`config.mk`:
```
export PLATFORM = sky130hd
export DESIGN_NAME = crg_guard
export DESIGN_NICKNAME = d
export VERILOG_FILES = /design/src/rtl/crg_pkg.sv /design/src/rtl/crg_crc_if.sv /design/src/rtl/crg_crc8_engine.sv /design/src/rtl/crg_guard.sv
export SDC_FILE = /design/constraint.sdc
export NUM_CORES = 1
export LEC_CHECK = 0
export BUFFER_PORTS_ARGS = -buffer_cell sky130_fd_sc_hd__buf_2
export CORE_MARGIN = 3
export CORE_UTILIZATION = 52
export DETAILED_ROUTE_END_ITERATION = 16
export PLACE_DENSITY = 0.77
export SLEW_MARGIN = 5
export SYNTH_ARGS = -nofsm -noshare
export SYNTH_HDL_FRONTEND = slang
export SYNTH_SLANG_ARGS = --single-unit
```
`constraint.sdc`:
```
create_clock -name ref_clk_i -period 1.7 [get_ports ref_clk_i]
set_input_delay 0 -clock ref_clk_i [delete_from_list [all_inputs] [get_ports ref_clk_i]]
set_output_delay 0 -clock ref_clk_i [all_outputs]
set_load 0.03 [all_outputs]
```
`src/rtl/crg_pkg.sv`:
```
// constants shared by the configuration crc guard and its crc engine
// assumes a single 20 MHz system clock and an spi decoder on the same clock
package crg_pkg;

  localparam int unsigned CLK_PERIOD_NS   = 50;
  // cfg check must finish within this time after the enabling write
  localparam int unsigned CFG_CRC_TIME_NS = 2100;
  localparam int unsigned CFG_CRC_CYCLES  = CFG_CRC_TIME_NS / CLK_PERIOD_NS;
  // longest nvm check time, microseconds
  localparam int unsigned NVM_CRC_TIME_US = 811;
  localparam int unsigned NVM_CRC_CYCLES  = (NVM_CRC_TIME_US * 1000 + CLK_PERIOD_NS - 1) / CLK_PERIOD_NS;

  localparam int unsigned WORD_W  = 64;
  localparam int unsigned BYTES_N = 8;
  localparam logic [7:0]  CRC_POLY = 8'h07;
  localparam logic [7:0]  CRC_SEED = 8'hFF;

  // protected register indexes on the write port
  localparam logic [3:0] IDX_FUNC_CFG  = 4'h0;
  localparam logic [3:0] IDX_PWD_THR   = 4'h1;
  localparam logic [3:0] IDX_ERR_CFG   = 4'h2;
  localparam logic [3:0] IDX_TOKEN_FB  = 4'h3;
  localparam logic [3:0] IDX_WIN_B     = 4'h4;
  localparam logic [3:0] IDX_WIN_A     = 4'h5;
  localparam logic [3:0] IDX_LOW_PULSE = 4'h6;
  localparam logic [3:0] IDX_DEV_CFG_B = 4'h7;
  localparam logic [3:0] IDX_DEV_CFG_A = 4'h8;

  // reset values of the protected registers and the stored signature
  localparam logic [6:0] RST_FUNC_CFG  = 7'h00;
  localparam logic [3:0] RST_PWD_THR   = 4'h0;
  localparam logic [7:0] RST_ERR_CFG   = 8'h00;
  localparam logic [7:0] RST_TOKEN_FB  = 8'h00;
  localparam logic [4:0] RST_WIN_B     = 5'h00;
  localparam logic [6:0] RST_WIN_A     = 7'h00;
  localparam logic [7:0] RST_LOW_PULSE = 8'h00;
  localparam logic [7:0] RST_DEV_CFG_B = 8'h00;
  localparam logic [7:0] RST_DEV_CFG_A = 8'h00;
  localparam logic [7:0] RST_SIG       = 8'h00;

  // placement of fields in the protected word
  localparam int unsigned POS_FUNC_CFG  = 57;
  localparam int unsigned POS_REVISION  = 49;
  localparam int unsigned POS_PWD_THR   = 45;
  localparam int unsigned POS_ERR_CFG   = 37;
  localparam int unsigned POS_TOKEN_FB  = 29;
  localparam int unsigned POS_WIN_B     = 24;
  localparam int unsigned POS_WIN_A     = 17;
  localparam int unsigned POS_LOW_PULSE = 9;
  localparam int unsigned POS_DEV_CFG_B = 1;
  localparam int unsigned POS_DEV_CFG_A = 0;
  localparam int unsigned DEV_CFG_A_BIT = 6;

  typedef enum logic [0:0] {
    CFG_IDLE = 1'b0,
    CFG_RUN  = 1'b1
  } crg_cfg_state_e;

endpackage

```
`src/rtl/crg_crc_if.sv`:
```
// start/result handshake between the guard and its crc engine
// assumes both ends sit on the same system clock
`timescale 1ns/1ns
`default_nettype none
interface crg_crc_if;
  logic        start;
  logic [63:0] word;
  logic        done;
  logic [7:0]  crc;

  modport ctl (output start, output word, input done, input crc);
  modport eng (input start, input word, output done, output crc);
endinterface
`default_nettype wire

```
`src/rtl/crg_crc8_engine.sv`:
```
// byte-serial crc-8 engine, one byte per clock, lowest byte first
// assumes start is a one-cycle pulse from the same clock domain
`timescale 1ns/1ns
`default_nettype none
module crg_crc8_engine (
  input  wire logic  ref_clk_i,
  input  wire logic  resetn_i,
  crg_crc_if.eng     crc_if
);
  import crg_pkg::*;

  logic [63:0] word_ff;
  logic [7:0]  crc_ff;
  logic [3:0]  cnt_ff;
  logic        done_ff;

  // one byte fed msb first through poly x^8+x^2+x+1
  function automatic logic [7:0] crc_byte(input logic [7:0] seed, input logic [7:0] data);
    logic [7:0] c;
    c = seed ^ data;
    for (int i = 0; i < 8; i++) begin
      c = c[7] ? ((c << 1) ^ CRC_POLY) : (c << 1);
    end
    return c;
  endfunction

  ////////////////////////////////////////////////////////////////////////////
  // snapshot word on start, so writes during the run cannot tear it
  always_ff @(posedge ref_clk_i or negedge resetn_i) begin
    if (!resetn_i) begin
      word_ff <= 64'h0000_0000_0000_0000;
      crc_ff  <= 8'h00;
      cnt_ff  <= 4'h0;
      done_ff <= 1'b0;
    end else begin
      done_ff <= 1'b0;
      if (crc_if.start) begin
        word_ff <= crc_if.word;
        crc_ff  <= CRC_SEED;
        cnt_ff  <= 4'(BYTES_N);
      end else if (cnt_ff != 4'h0) begin
        crc_ff  <= crc_byte(crc_ff, word_ff[7:0]);
        word_ff <= word_ff >> 8;                         // lowest byte first
        cnt_ff  <= cnt_ff - 4'h1;
        done_ff <= (cnt_ff == 4'h1);
      end
    end
  end

  assign crc_if.crc  = crc_ff;
  assign crc_if.done = done_ff;
endmodule
`default_nettype wire

```
`src/rtl/crg_guard.sv`:
```
// configuration register crc guard: write lock, cfg signature check, nvm check hooks
// assumes all control strobes come from an spi decoder on ref_clk_i, one cycle each
`timescale 1ns/1ns
`default_nettype none
module crg_guard #(
  parameter int unsigned NVM_TIMEOUT_CYCLES = crg_pkg::NVM_CRC_CYCLES
) (
  input  wire logic        ref_clk_i,
  input  wire logic        resetn_i,
  // protected register write port and revision field input
  input  wire logic        prot_wr_i,
  input  wire logic [3:0]  prot_idx_i,
  input  wire logic [7:0]  prot_wdata_i,
  input  wire logic [7:0]  revision_i,
  // lock control
  input  wire logic        lock_set_i,
  input  wire logic        lock_clr_i,
  // stored signature and config check enable
  input  wire logic        sig_wr_i,
  input  wire logic [7:0]  sig_wdata_i,
  input  wire logic        cfg_en_wr_i,
  input  wire logic        cfg_en_wdata_i,
  // nvm check
  input  wire logic        nvm_trig_wr_i,
  input  wire logic        nvm_done_i,
  input  wire logic        nvm_good_i,
  output logic             nvm_start_o,
  output logic             nvm_check_trigger_o,
  output logic             nvm_error_flag_o,
  // operating state links
  input  wire logic        diag_state_i,
  input  wire logic        other_safe_entry_i,
  input  wire logic        safe_exit_i,
  input  wire logic        enable_drive_cmd_i,
  output logic             safe_req_o,
  output logic             enable_drive_out_o,
  output logic [3:0]       device_error_count_o,
  // status
  output logic             lock_o,
  output logic             cfg_check_en_o,
  output logic             cfg_busy_o,
  output logic             cfg_mismatch_o,
  output logic [7:0]       stored_sig_o,
  output logic [7:0]       calc_sig_o,
  output logic [63:0]      prot_word_o
);
  import crg_pkg::*;

  crg_crc_if crc_if ();

  logic [6:0]     function_config_reg_ff;
  logic [3:0]     powerdown_threshold_cfg_ff;
  logic [7:0]     error_cfg_ff;
  logic [7:0]     watchdog_token_feedback_ff;
  logic [4:0]     watchdog_window_b_cfg_ff;
  logic [6:0]     watchdog_window_a_cfg_ff;
  logic [7:0]     low_pulse_limit_ff;
  logic [7:0]     device_config_b_ff;
  logic [7:0]     device_config_a_ff;
  logic           lock_ff;
  logic [7:0]     sig_ff;
  logic           cfg_en_ff;
  crg_cfg_state_e cfg_state_ff;
  logic           mismatch_ff;
  logic [7:0]     calc_ff;
  logic           poison_ff;
  logic           nvm_trig_ff;
  logic           nvm_err_ff;
  logic [31:0]    nvm_cnt_ff;
  logic           safe_ff;
  logic           safe_req_ff;
  logic [3:0]     err_cnt_ff;
  logic           drive_ff;
  logic [63:0]    prot_word;
  logic           wr_ok;
  logic           en_rise;
  logic           en_fall;
  logic           cfg_done;
  logic           cfg_bad;
  logic           nvm_finish;
  logic           nvm_ok;
  logic           diag_trip;

  ////////////////////////////////////////////////////////////////////////////
  // protected word assembly
  always_comb begin
    prot_word = 64'h0000_0000_0000_0000;
    prot_word[POS_FUNC_CFG  +: 7] = function_config_reg_ff;
    prot_word[POS_REVISION  +: 8] = revision_i;
    prot_word[POS_PWD_THR   +: 4] = powerdown_threshold_cfg_ff;
    prot_word[POS_ERR_CFG   +: 8] = error_cfg_ff;
    prot_word[POS_TOKEN_FB  +: 8] = watchdog_token_feedback_ff;
    prot_word[POS_WIN_B     +: 5] = watchdog_window_b_cfg_ff;
    prot_word[POS_WIN_A     +: 7] = watchdog_window_a_cfg_ff;
    prot_word[POS_LOW_PULSE +: 8] = low_pulse_limit_ff;
    prot_word[POS_DEV_CFG_B +: 8] = device_config_b_ff;
    prot_word[POS_DEV_CFG_A]      = device_config_a_ff[DEV_CFG_A_BIT];
  end

  ////////////////////////////////////////////////////////////////////////////
  // write lock: set wins over a same-cycle clear
  always_ff @(posedge ref_clk_i or negedge resetn_i) begin
    if (!resetn_i) begin
      lock_ff <= 1'b0;
    end else if (lock_set_i) begin
      lock_ff <= 1'b1;
    end else if (lock_clr_i) begin
      lock_ff <= 1'b0;
    end
  end

  assign wr_ok = prot_wr_i && !lock_ff;

  // protected registers, writes dropped while locked
  always_ff @(posedge ref_clk_i or negedge resetn_i) begin
    if (!resetn_i) begin
      function_config_reg_ff     <= RST_FUNC_CFG;
      powerdown_threshold_cfg_ff <= RST_PWD_THR;
      error_cfg_ff               <= RST_ERR_CFG;
      watchdog_token_feedback_ff <= RST_TOKEN_FB;
      watchdog_window_b_cfg_ff   <= RST_WIN_B;
      watchdog_window_a_cfg_ff   <= RST_WIN_A;
      low_pulse_limit_ff         <= RST_LOW_PULSE;
      device_config_b_ff         <= RST_DEV_CFG_B;
      device_config_a_ff         <= RST_DEV_CFG_A;
    end else if (wr_ok) begin
      if (prot_idx_i == IDX_FUNC_CFG) begin
        function_config_reg_ff <= prot_wdata_i[6:0];
      end else if (prot_idx_i == IDX_PWD_THR) begin
        powerdown_threshold_cfg_ff <= prot_wdata_i[3:0];
      end else if (prot_idx_i == IDX_ERR_CFG) begin
        error_cfg_ff <= prot_wdata_i;
      end else if (prot_idx_i == IDX_TOKEN_FB) begin
        watchdog_token_feedback_ff <= prot_wdata_i;
      end else if (prot_idx_i == IDX_WIN_B) begin
        watchdog_window_b_cfg_ff <= prot_wdata_i[4:0];
      end else if (prot_idx_i == IDX_WIN_A) begin
        watchdog_window_a_cfg_ff <= prot_wdata_i[6:0];
      end else if (prot_idx_i == IDX_LOW_PULSE) begin
        low_pulse_limit_ff <= prot_wdata_i;
      end else if (prot_idx_i == IDX_DEV_CFG_B) begin
        device_config_b_ff <= prot_wdata_i;
      end else if (prot_idx_i == IDX_DEV_CFG_A) begin
        device_config_a_ff <= prot_wdata_i;
      end
    end
  end

  ////////////////////////////////////////////////////////////////////////////
  // stored signature; not lock protected so the host can always update it
  always_ff @(posedge ref_clk_i or negedge resetn_i) begin
    if (!resetn_i) begin
      sig_ff <= RST_SIG;
    end else if (sig_wr_i) begin
      sig_ff <= sig_wdata_i;
    end
  end

  assign en_rise   = cfg_en_wr_i && cfg_en_wdata_i && !cfg_en_ff;
  assign en_fall   = cfg_en_wr_i && !cfg_en_wdata_i && cfg_en_ff;
  assign diag_trip = en_fall && mismatch_ff && diag_state_i;

  // config check enable bit
  always_ff @(posedge ref_clk_i or negedge resetn_i) begin
    if (!resetn_i) begin
      cfg_en_ff <= 1'b0;
    end else if (cfg_en_wr_i) begin
      cfg_en_ff <= cfg_en_wdata_i;                        // diag trip writes 0 anyway
    end
  end

  ////////////////////////////////////////////////////////////////////////////
  // cfg check sequencer: 8 byte cycles plus 2, well inside the 2.1 us budget
  assign crc_if.start = en_rise;
  assign crc_if.word  = prot_word;
  assign cfg_done     = crc_if.done && (cfg_state_ff == CFG_RUN) && cfg_en_ff;
  assign cfg_bad      = cfg_done && (crc_if.crc != sig_ff);

  always_ff @(posedge ref_clk_i or negedge resetn_i) begin
    if (!resetn_i) begin
      cfg_state_ff <= CFG_IDLE;
    end else begin
      case (cfg_state_ff)
        CFG_IDLE: begin
          if (en_rise) begin
            cfg_state_ff <= CFG_RUN;
          end
        end
        CFG_RUN: begin
          if (crc_if.done) begin
            cfg_state_ff <= CFG_IDLE;
          end
        end
        default: begin
          cfg_state_ff <= CFG_IDLE;
        end
      endcase
    end
  end

  // last computed signature, for readback
  always_ff @(posedge ref_clk_i or negedge resetn_i) begin
    if (!resetn_i) begin
      calc_ff <= 8'h00;
    end else if (crc_if.done) begin
      calc_ff <= crc_if.crc;
    end
  end

  crg_crc8_engine u_crc (                                 // host recipe, reference vectors hold
    .ref_clk_i (ref_clk_i),
    .resetn_i  (resetn_i),
    .crc_if    (crc_if)
  );

  ////////////////////////////////////////////////////////////////////////////
  // nvm check: finish on done from the nvm checker or on timeout as an error
  assign nvm_finish = nvm_trig_ff && (nvm_done_i || (nvm_cnt_ff == 32'(NVM_TIMEOUT_CYCLES)));
  assign nvm_ok     = nvm_finish && nvm_done_i && nvm_good_i && !poison_ff;

  always_ff @(posedge ref_clk_i or negedge resetn_i) begin
    if (!resetn_i) begin
      nvm_trig_ff <= 1'b0;
      nvm_cnt_ff  <= 32'h0000_0000;
    end else if (nvm_trig_wr_i && !nvm_trig_ff) begin
      nvm_trig_ff <= 1'b1;
      nvm_cnt_ff  <= 32'h0000_0000;
    end else if (nvm_finish) begin
      nvm_trig_ff <= 1'b0;
    end else if (nvm_trig_ff) begin
      nvm_cnt_ff  <= nvm_cnt_ff + 32'h0000_0001;
    end
  end

  // start pulse to the nvm checker
  always_ff @(posedge ref_clk_i or negedge resetn_i) begin
    if (!resetn_i) begin
      nvm_start_o <= 1'b0;
    end else begin
      nvm_start_o <= nvm_trig_wr_i && !nvm_trig_ff;
    end
  end

  // pending mismatch left behind by clearing the enable
  always_ff @(posedge ref_clk_i or negedge resetn_i) begin
    if (!resetn_i) begin
      poison_ff <= 1'b0;
    end else if (en_fall && mismatch_ff) begin
      poison_ff <= 1'b1;
    end else if (nvm_finish) begin
      poison_ff <= 1'b0;
    end
  end

  // nvm error flag: set while running, by diag trip, or by a bad result
  always_ff @(posedge ref_clk_i or negedge resetn_i) begin
    if (!resetn_i) begin
      nvm_err_ff <= 1'b0;
    end else if (diag_trip || (nvm_trig_wr_i && !nvm_trig_ff)) begin
      nvm_err_ff <= 1'b1;
    end else if (nvm_finish) begin
      nvm_err_ff <= !nvm_ok;
    end
  end

  ////////////////////////////////////////////////////////////////////////////
  // mismatch flag: a new mismatch wins over any same-cycle clear
  always_ff @(posedge ref_clk_i or negedge resetn_i) begin
    if (!resetn_i) begin
      mismatch_ff <= 1'b0;
    end else if (cfg_bad) begin
      mismatch_ff <= 1'b1;
    end else if (cfg_done || nvm_ok) begin
      mismatch_ff <= 1'b0;
    end
  end

  ////////////////////////////////////////////////////////////////////////////
  // safe state held here until the state controller reports the exit
  always_ff @(posedge ref_clk_i or negedge resetn_i) begin
    if (!resetn_i) begin
      safe_ff     <= 1'b0;
      safe_req_ff <= 1'b0;
    end else begin
      safe_req_ff <= diag_trip;
      if (diag_trip) begin
        safe_ff <= 1'b1;
      end else if (safe_exit_i) begin
        safe_ff <= 1'b0;
      end
    end
  end

  // error count wraps at 15 like the plain 4-bit counter it is
  always_ff @(posedge ref_clk_i or negedge resetn_i) begin
    if (!resetn_i) begin
      err_cnt_ff <= 4'h0;
    end else if (diag_trip || other_safe_entry_i) begin
      err_cnt_ff <= err_cnt_ff + 4'h1;
    end
  end

  // enable drive follows its command unless safe; a mismatch alone leaves it
  always_ff @(posedge ref_clk_i or negedge resetn_i) begin
    if (!resetn_i) begin
      drive_ff <= 1'b0;
    end else begin
      drive_ff <= enable_drive_cmd_i && !safe_ff && !diag_trip;
    end
  end

  ////////////////////////////////////////////////////////////////////////////
  // outputs
  assign nvm_check_trigger_o  = nvm_trig_ff;
  assign nvm_error_flag_o     = nvm_err_ff;
  assign safe_req_o           = safe_req_ff;
  assign enable_drive_out_o   = drive_ff;
  assign device_error_count_o = err_cnt_ff;
  assign lock_o               = lock_ff;
  assign cfg_check_en_o       = cfg_en_ff;
  assign cfg_busy_o           = (cfg_state_ff == CFG_RUN);
  assign cfg_mismatch_o       = mismatch_ff;
  assign stored_sig_o         = sig_ff;
  assign calc_sig_o           = calc_ff;
  assign prot_word_o          = prot_word;
endmodule
`default_nettype wire

```
==> results.yml, run 1 <==
run_status:
  status: "completed"
hold_path:
  hold_class: "primary input to flip-flop"
  hold_start: "prot_wdata_i[2]"
  min_to: "watchdog_window_a_cfg_ff[2]"
  holdPathStages: 2
placed_design:
  gp_congestion: 0.871
  place_inst: 1187
  dp_slack_ns: -0.0600
  post-dp-hpwl_um: 15300
  port_buffers: 135
logic_synthesis:
  synth_top_area_share_pct: 54.4
  ys_ff_latch: 196
  synthTopCellsByArea: "dfrtp_1 54%, mux2_2 9.2%, nand2_1 6.1%"
  synth.distinct_cells: 61
  syn_area_per_cell_um2: 10.9
  syn-cell-area_mm2: 0.00902
  yosysSeqAreaShare_pct: 54.4
  async_flop_share_pct: 100
  syn-num-nets: 878
  yosysTopAreaCell: "dfrtp_1"
  synth_edf_count: 0
  synthCells: 830
  ys.flop_type: "dfrtp_1"
  yosysWarnings: 0
clock_network:
  cts_root_buf: "clkbuf_16"
  clock-sinks: 196
  cts_made_buffers: 17
  htree_levels: 4
  clk_pin_slew_ns: 0.08
  cts_buffer_depth: 2
  cts_tree: "done"
  clk_latency_ns: 0.44
floorplanning:
  rows: 47
  die_w_um: 138
  ios: 136
  dieArea_mm2: 0.0190
  initial_utilization_pct: 53.8
  core_mm2: 0.0168
  die_h_um: 138
sta:
  fmax_ghz: 0.608
  period_share_pct: 96.8
  slew_headroom_pct: 73.1
  tns_ns: 0
  rsz0062_at_grt: "true"
  clock-skew-final_ns: 0.0114
  slew_viol_final: 0
  setup_viol: 0
  worst_slew_pin_slew_ns: 0.400
  hold_viol: 0
  layout_setup_ws_ns: 0.0552
  min_period_ns: 1.64
worst_setup_path:
  max_stage_delay_ns: 0.40
  critical_path_arrival_ns: 1.99
  r2r_end: "nvm_cnt_ff[5]"
  crit_buf_inv: 1
  crit_path_start: "nvm_cnt_ff[22]"
  cp-start-kind: "flip-flop"
  path_cells: "nor4_2 > buf_4 > nand4_1 > o21ai_0 > mux2i_1"
  required_ns: 2.05
  crit_fanout: 6
  slowest_stage: "dfrtp_1"
  rr_startpoint: "nvm_cnt_ff[22]"
  path_class: "flip-flop to flip-flop"
  crit_path_end_kind: "flip-flop"
  path_delay_family: "simple AND/OR/NAND/NOR gates"
  r2r_setup_slack_ns: 0.06
  worst-r2r-cell-count: 5
run:
  maxCapViolations: 0
route:
  drc: 0
  first_pass_iters: 6
  routed_wl_um: 23200
  ant_nets: 0
  dr_wl_met2_um: 11800
  drt-met1-wl_um: 9490
  vias_per_cell: 5.71
  routedWlPerCell_um: 18.4
  wl_met3_um: 1310
  dr_total_vias: 7211
  drt-initial-drc-count: 538
  highest_layer: "met4"
power:
  power.density_mw_per_mm2: 1500
  ir_worst_vdd_uv: 903
  total_power_w: 0.0171
  p_leak_nw: 5.56
final_layout:
  fillers: 1189
  fin_nets: 1077
  n_antenna_cell: 0
  syn_to_final_growth_pct: 26.2
  fin_cells: 1262
  drive_gt1_share_pct: 31.9
global_route:
  grt_max_degree: 64
  grt_use_total_pct: 25.4
  grt_first_pass_wirelength_um: 37300
  antenna_found_initial: 0
  grt_pass1_vias: 7285
  gr-total-overflow: 0
-- logic make-up (layout without fill, tap and decap cells) --
group	after synthesis	in the layout	share of synthesized area, %
AO/OA/AOI/OAI	117	117	8.63
XOR/XNOR	31	31	4.48
adder cells (fa/ha/maj)	5	5	0.693
buffers and inverters	63	275	3.23
flip-flops	196	196	54.4
multiplexers	93	93	11.3
AND/OR/NAND/NOR	325	325	17.3
-- layout by cell type, fill, tap and decap left out, types with 3 or more instances in the layout --
cell type,synthesis,layout
a21oi_1,7,7
a22o_1,9,9
a31o_2,3,3
a31oi_1,60,59
and2_1,5,4
and3_1,9,7
and3_2,2,3
and4b_1,3,3
buf_12,0,10
buf_2,10,134
buf_4,9,46
clkbuf_16,0,17
clkinv_8,0,3
dfrtp_1,196,194
dlygate4sd3_1,0,40
ha_1,5,5
inv_1,11,11
inv_6,0,6
mux2_2,74,74
mux2i_1,19,19
nand2_1,146,145
nand2b_1,10,9
nand3_1,14,13
nand4_1,18,18
nor2_1,78,77
nor2b_1,4,4
nor3_1,5,4
nor4_2,0,3
o2111ai_1,4,3
o21ai_0,16,16
o31ai_1,4,4
or3_1,5,5
or4_1,3,3
xnor2_1,20,18
xnor3_1,8,8
-- per-layer routing --
metal | track usage [%] | up-vias
li1 | - | 3327
met1 | 31.8 | 3592
met2 | 43.5 | 242
met3 | 6.03 | 50
met4 | 8.29 | 0
met5 | 0 | -
-- stage by stage --
stage          hold slack, ns  utilization (%)  area (um2)
2_1_floorplan          -0.296                -        9030
3_3_place_gp          -0.0564             61.3       10300
3_5_place_dp          -0.0592             61.3       10300
4_1_cts               0.00347             67.4       11300
5_1_grt               0.00881             67.9       11400
6_report               0.0237             67.9       11400
-- what timing repair did --
| item | in CTS | in global routing |
|---|---|---|
| hold buffers | 40 | 0 |
| pin swaps | 2 | 4 |
| endpoints found under the setup margin | 20 | 58 |
| gates resized for setup | 5 | 16 |
| setup buffers | 1 | 2 |
| hold endpoints to repair | 251 | 0 |
-- worst register-to-register path, delay by kind of cell (launching register included) --
kind	cells	cell delay [ns]
AO/OA/AOI/OAI	1	0.29
buffers and inverters	1	0.15
flip-flops	1	0.40
multiplexers	1	0.22
AND/OR/NAND/NOR	2	0.51
-- report_power, final --
part           leakage (nW)  internal, W  switching [W]
sequential             2.51      0.00583       0.000991
clock                 0.279      0.00198        0.00191
combinational          2.77      0.00302        0.00339
total                  5.56       0.0108        0.00629
-- flip-flops by register name, summed over array words and instances (netlist names), 8 cells and up --
register / cells
u_crc.word_ff: 64
nvm_cnt_ff: 32
calc_sig_o: 8
device_config_b_ff: 8
error_cfg_ff: 8
low_pulse_limit_ff: 8
stored_sig_o: 8
u_crc.crc_if.crc: 8
watchdog_token_feedback_ff: 8
-- synthesized netlist by cell type, types with 2 or more instances --
master / number
nor4_4: 2
a311o_1: 2
and4_1: 3
xnor2_1: 20
nand4b_1: 2
nor3_1: 5
and3_1: 9
a21oi_1: 7
and2_1: 5
ha_1: 5
nand3b_1: 2
clkbuf_1: 30
nand4_1: 18
buf_4: 9
o2111ai_1: 4
nand2_1: 146
nor4_1: 5
o211ai_1: 2
o31ai_1: 4
o21ai_0: 16
inv_1: 11
xnor3_1: 8
nand2b_1: 10
buf_2: 10
a31o_2: 3
mux2_2: 74
or4_1: 3
a31oi_1: 60
dfrtp_1: 196
and3_2: 2
nor2_1: 78
or3_1: 5
a21o_1: 2
mux2i_1: 19
nor2b_1: 4
a22o_1: 9
nand3_1: 14
and4b_1: 3
-- worst max path at each step --
stage | end | slack, ns | cells after the start
6_report | nvm_cnt_ff[5] | 0.06 | 5
5_1_grt | nvm_cnt_ff[9] | -0.12 | 5
4_1_cts | u_crc.crc_if.crc[2] | 0.01 | 4
3_5_place_dp | nvm_cnt_ff[9] | -0.06 | 6
3_3_place_gp | nvm_cnt_ff[9] | 0.003 | 6
2_1_floorplan | device_config_b_ff[0] | 0.003 | 5
-- final cells by class --
type / count / area [um2] / share of cell area (%)
Timing Repair Buffer: 231 / 1630 / 14.3
Clock buffer: 18 / 439 / 3.86
Sequential cell: 196 / 4910 / 43.1
Clock inverter: 14 / 138 / 1.21
Tap cell: 220 / 275 / 2.42
Multi-Input combinational cell: 571 / 3950 / 34.7
Inverter: 12 / 45.0 / 0.396
No activity file was read; power rests on OpenSTA's default activity.
==> run 2: changes to the inputs <==
- ABC_AREA: default -> 1
- PLACE_DENSITY: 0.77 -> 0.76
==> results.yml, run 2 <==
run_status:
  status: "completed"
sta:
  worst_slew_pin_slew_ns: 0.474
  min_period_ns: 1.65
  slew_headroom_pct: 68.2
  slew_viol_final: 0
  layout_setup_ws_ns: 0.0513
  clock-skew-final_ns: 0.0107
  period_share_pct: 97.0
  fmax_ghz: 0.607
  setup_viol: 0
  rsz0062_at_grt: "true"
  tns_ns: 0
  hold_viol: 0
placed_design:
  place_inst: 1575
  dp_slack_ns: -0.0106
  port_buffers: 135
  post_dp_cell_area_mm2: 0.0107
  gp_congestion: 0.893
  post-dp-hpwl_um: 18000
global_route:
  grt_max_degree: 51
  gr-total-overflow: 0
  grt_pass1_vias: 8511
  grt_use_total_pct: 26.6
  grt_first_pass_wirelength_um: 42700
  antenna_found_initial: 0
worst_setup_path:
  crit_buf_inv: 1
  crit_path_end_kind: "flip-flop"
  crit_top_cell: "nand2_1"
  cp-start-kind: "flip-flop"
  path_class: "flip-flop to flip-flop"
  slowest_stage: "dfrtp_1"
  critical_path_arrival_ns: 1.98
  crit_fanout: 23
  path_cells: "inv_1 > ha_1 > nand2_1 > nor2_1 > nand2_1 > nor2_2 > nand2_2 > nand3_4 > nand2_8 > nand2_1 > nand2_1"
  max_stage_delay_ns: 0.44
  required_ns: 2.03
  path_delay_family: "simple AND/OR/NAND/NOR gates"
floorplanning:
  rows: 48
  core_mm2: 0.0176
  initial_utilization_pct: 54.0
  die_w_um: 141
  dieArea_mm2: 0.0199
  ios: 136
  die_h_um: 141
final_layout:
  biggestRegsByFlops: "u_crc.word_ff x64, nvm_cnt_ff x32"
  fin_cells: 1661
  layout_commonest_cell: "nand2_1"
  fillers: 1417
  final_util_pct: 68.2
  fin_area_mm2: 0.0120
  mostFrequentLayoutCells: "429 x nand2_1, 195 x dfrtp_1, 134 x buf_2"
  drive_gt1_share_pct: 18.2
  fin_nets: 1471
  syn_to_final_growth_pct: 26.3
  regMostFlops: "u_crc.word_ff"
  n_antenna_cell: 0
  largest_reg_flops: 64
power:
  p_leak_nw: 6.00
  ir_worst_vdd_uv: 906
  power.density_mw_per_mm2: 1400
logic_synthesis:
  async_flop_share_pct: 100
  synthTopCellsByArea: "dfrtp_1 52%, nand2_1 17%, nand3_1 5.4%"
  synth_edf_count: 0
  synth.cells.most_frequent: "433 x nand2_1, 196 x dfrtp_1, 124 x inv_1"
  synth_top_area_share_pct: 51.6
  synth.distinct_cells: 34
  synthCells: 1209
  yosysTopAreaCell: "dfrtp_1"
  ys.flop_type: "dfrtp_1"
  ys_ff_latch: 196
  syn_area_per_cell_um2: 7.86
  syn-cell-area_mm2: 0.00951
  yosysWarnings: 0
  yosysSeqAreaShare_pct: 51.6
  synth.most_common_cell: "nand2_1"
  syn-num-nets: 1257
route:
  first_pass_iters: 5
  dr_total_vias: 8778
  routed_wl_um: 26100
  vias_per_cell: 5.28
  drt-initial-drc-count: 738
  drc: 0
  routedWlPerCell_um: 15.7
  ant_nets: 0
clock_network:
  clock-sinks: 196
  cts_made_buffers: 17
  cts_root_buf: "clkbuf_16"
  htree_levels: 4
  clk_pin_slew_ns: 0.08
  cts_tree: "done"
  clk_latency_ns: 0.44
  cts_buffer_depth: 2
hold_path:
  hold_class: "primary input to flip-flop"
run:
  maxCapViolations: 0
==> run 2: changes by cell type in the layout (fill, tap and decap cells not counted), moves of 10 or more <==
| cell | delta |
|---|---|
| inv_1 | +110 |
| a31oi_1 | -57 |
| dlygate4sd3_1 | +13 |
| mux2_2 | -72 |
| nand3_1 | +87 |
| nor2_1 | +18 |
| nand2_1 | +284 |
| o221ai_1 | +25 |
| o21ai_0 | +68 |
| mux2i_1 | -19 |
| xor2_1 | +10 |
==> run 2: per-layer routing <==
layer | track usage, % | vias to the layer above | wire [um]
li1 | - | 4291 | -
met1 | 37.2 | 4135 | 11600
met2 | 43.2 | 328 | 12500
met3 | 5.16 | 24 | 1660
met4 | 6.07 | 0 | 314
met5 | 0 | - | 0
==> run 2: worst paths after layout <==
path / depth (start not counted) / from / slack, ns / to
max in group asynchronous: 3 / resetn_i / 0.99 / powerdown_threshold_cfg_ff[2]
setup / recovery: 11 / nvm_cnt_ff[0] / 0.05 / nvm_cnt_ff[23]
min in group asynchronous: 2 / resetn_i / 0.06 / nvm_check_trigger_o
hold reg to reg: 2 / calc_sig_o[3] / 0.48 / calc_sig_o[3]
setup reg to reg: 11 / nvm_cnt_ff[0] / 0.05 / nvm_cnt_ff[23]
hold / removal: 3 / prot_wdata_i[0] / 0.01 / low_pulse_limit_ff[0]
==> run 2: report_power, final <==
group          switching (W)  total, W  internal (W)
combinational        0.00374   0.00582       0.00208
sequential          0.000872   0.00661       0.00574
clock                0.00203   0.00435       0.00232
total                0.00664    0.0168        0.0101
==> run 2: cell type report <==
type,instances,area (um2),area share [%]
Tap cell,225,282,2.35
Sequential cell,196,4910,40.9
Clock buffer,18,439,3.66
Inverter,124,465,3.88
Timing Repair Buffer,249,1770,14.7
Clock inverter,14,210,1.75
Multi-Input combinational cell,835,3930,32.8
==> run 2: cell families after synthesis <==
family                     count (synthesis)  synth area share (%)
DFF                                      196                  51.6
muxes                                      2                 0.237
xor gates and xnor gates                  23                  2.12
adders and majority gates                  5                 0.658
and+or+nand+nor                          667                  28.7
AOI/OAI and AO/OA                        138                  8.77
buffers and inverters                    178                  7.88
==> run 2: what timing repair did <==
action / in CTS / in global routing
resized for setup: 2 / 29
setup buffers: 0 / 1
pin swaps: 0 / 2
endpoints found under the setup margin: 5 / 71
cloned: 0 / 0
hold buffers: 53 / 0
endpoints found under the hold margin: 247 / 0
==> run 2: stage by stage <==
| step | hold slack [ns] | power, W |
|---|---|---|
| 2_1_floorplan | -0.296 | 0.0104 |
| 3_3_place_gp | -0.000369 | 0.0120 |
| 5_1_grt | 0.0203 | 0.0178 |
| 3_5_place_dp | -0.00330 | 0.0122 |
| 6_report | 0.0107 | 0.0168 |
| 4_1_cts | 0.00422 | 0.0167 |
==> run 2: worst reg2reg max path, stage by stage (launching register included) <==
cell	delay [ns]
dfrtp_1	0.44
inv_1	0.08
ha_1	0.14
nand2_1	0.06
nor2_1	0.08
nand2_1	0.07
nor2_2	0.12
nand2_2	0.10
nand3_4	0.13
nand2_8	0.14
nand2_1	0.12
nand2_1	0.05
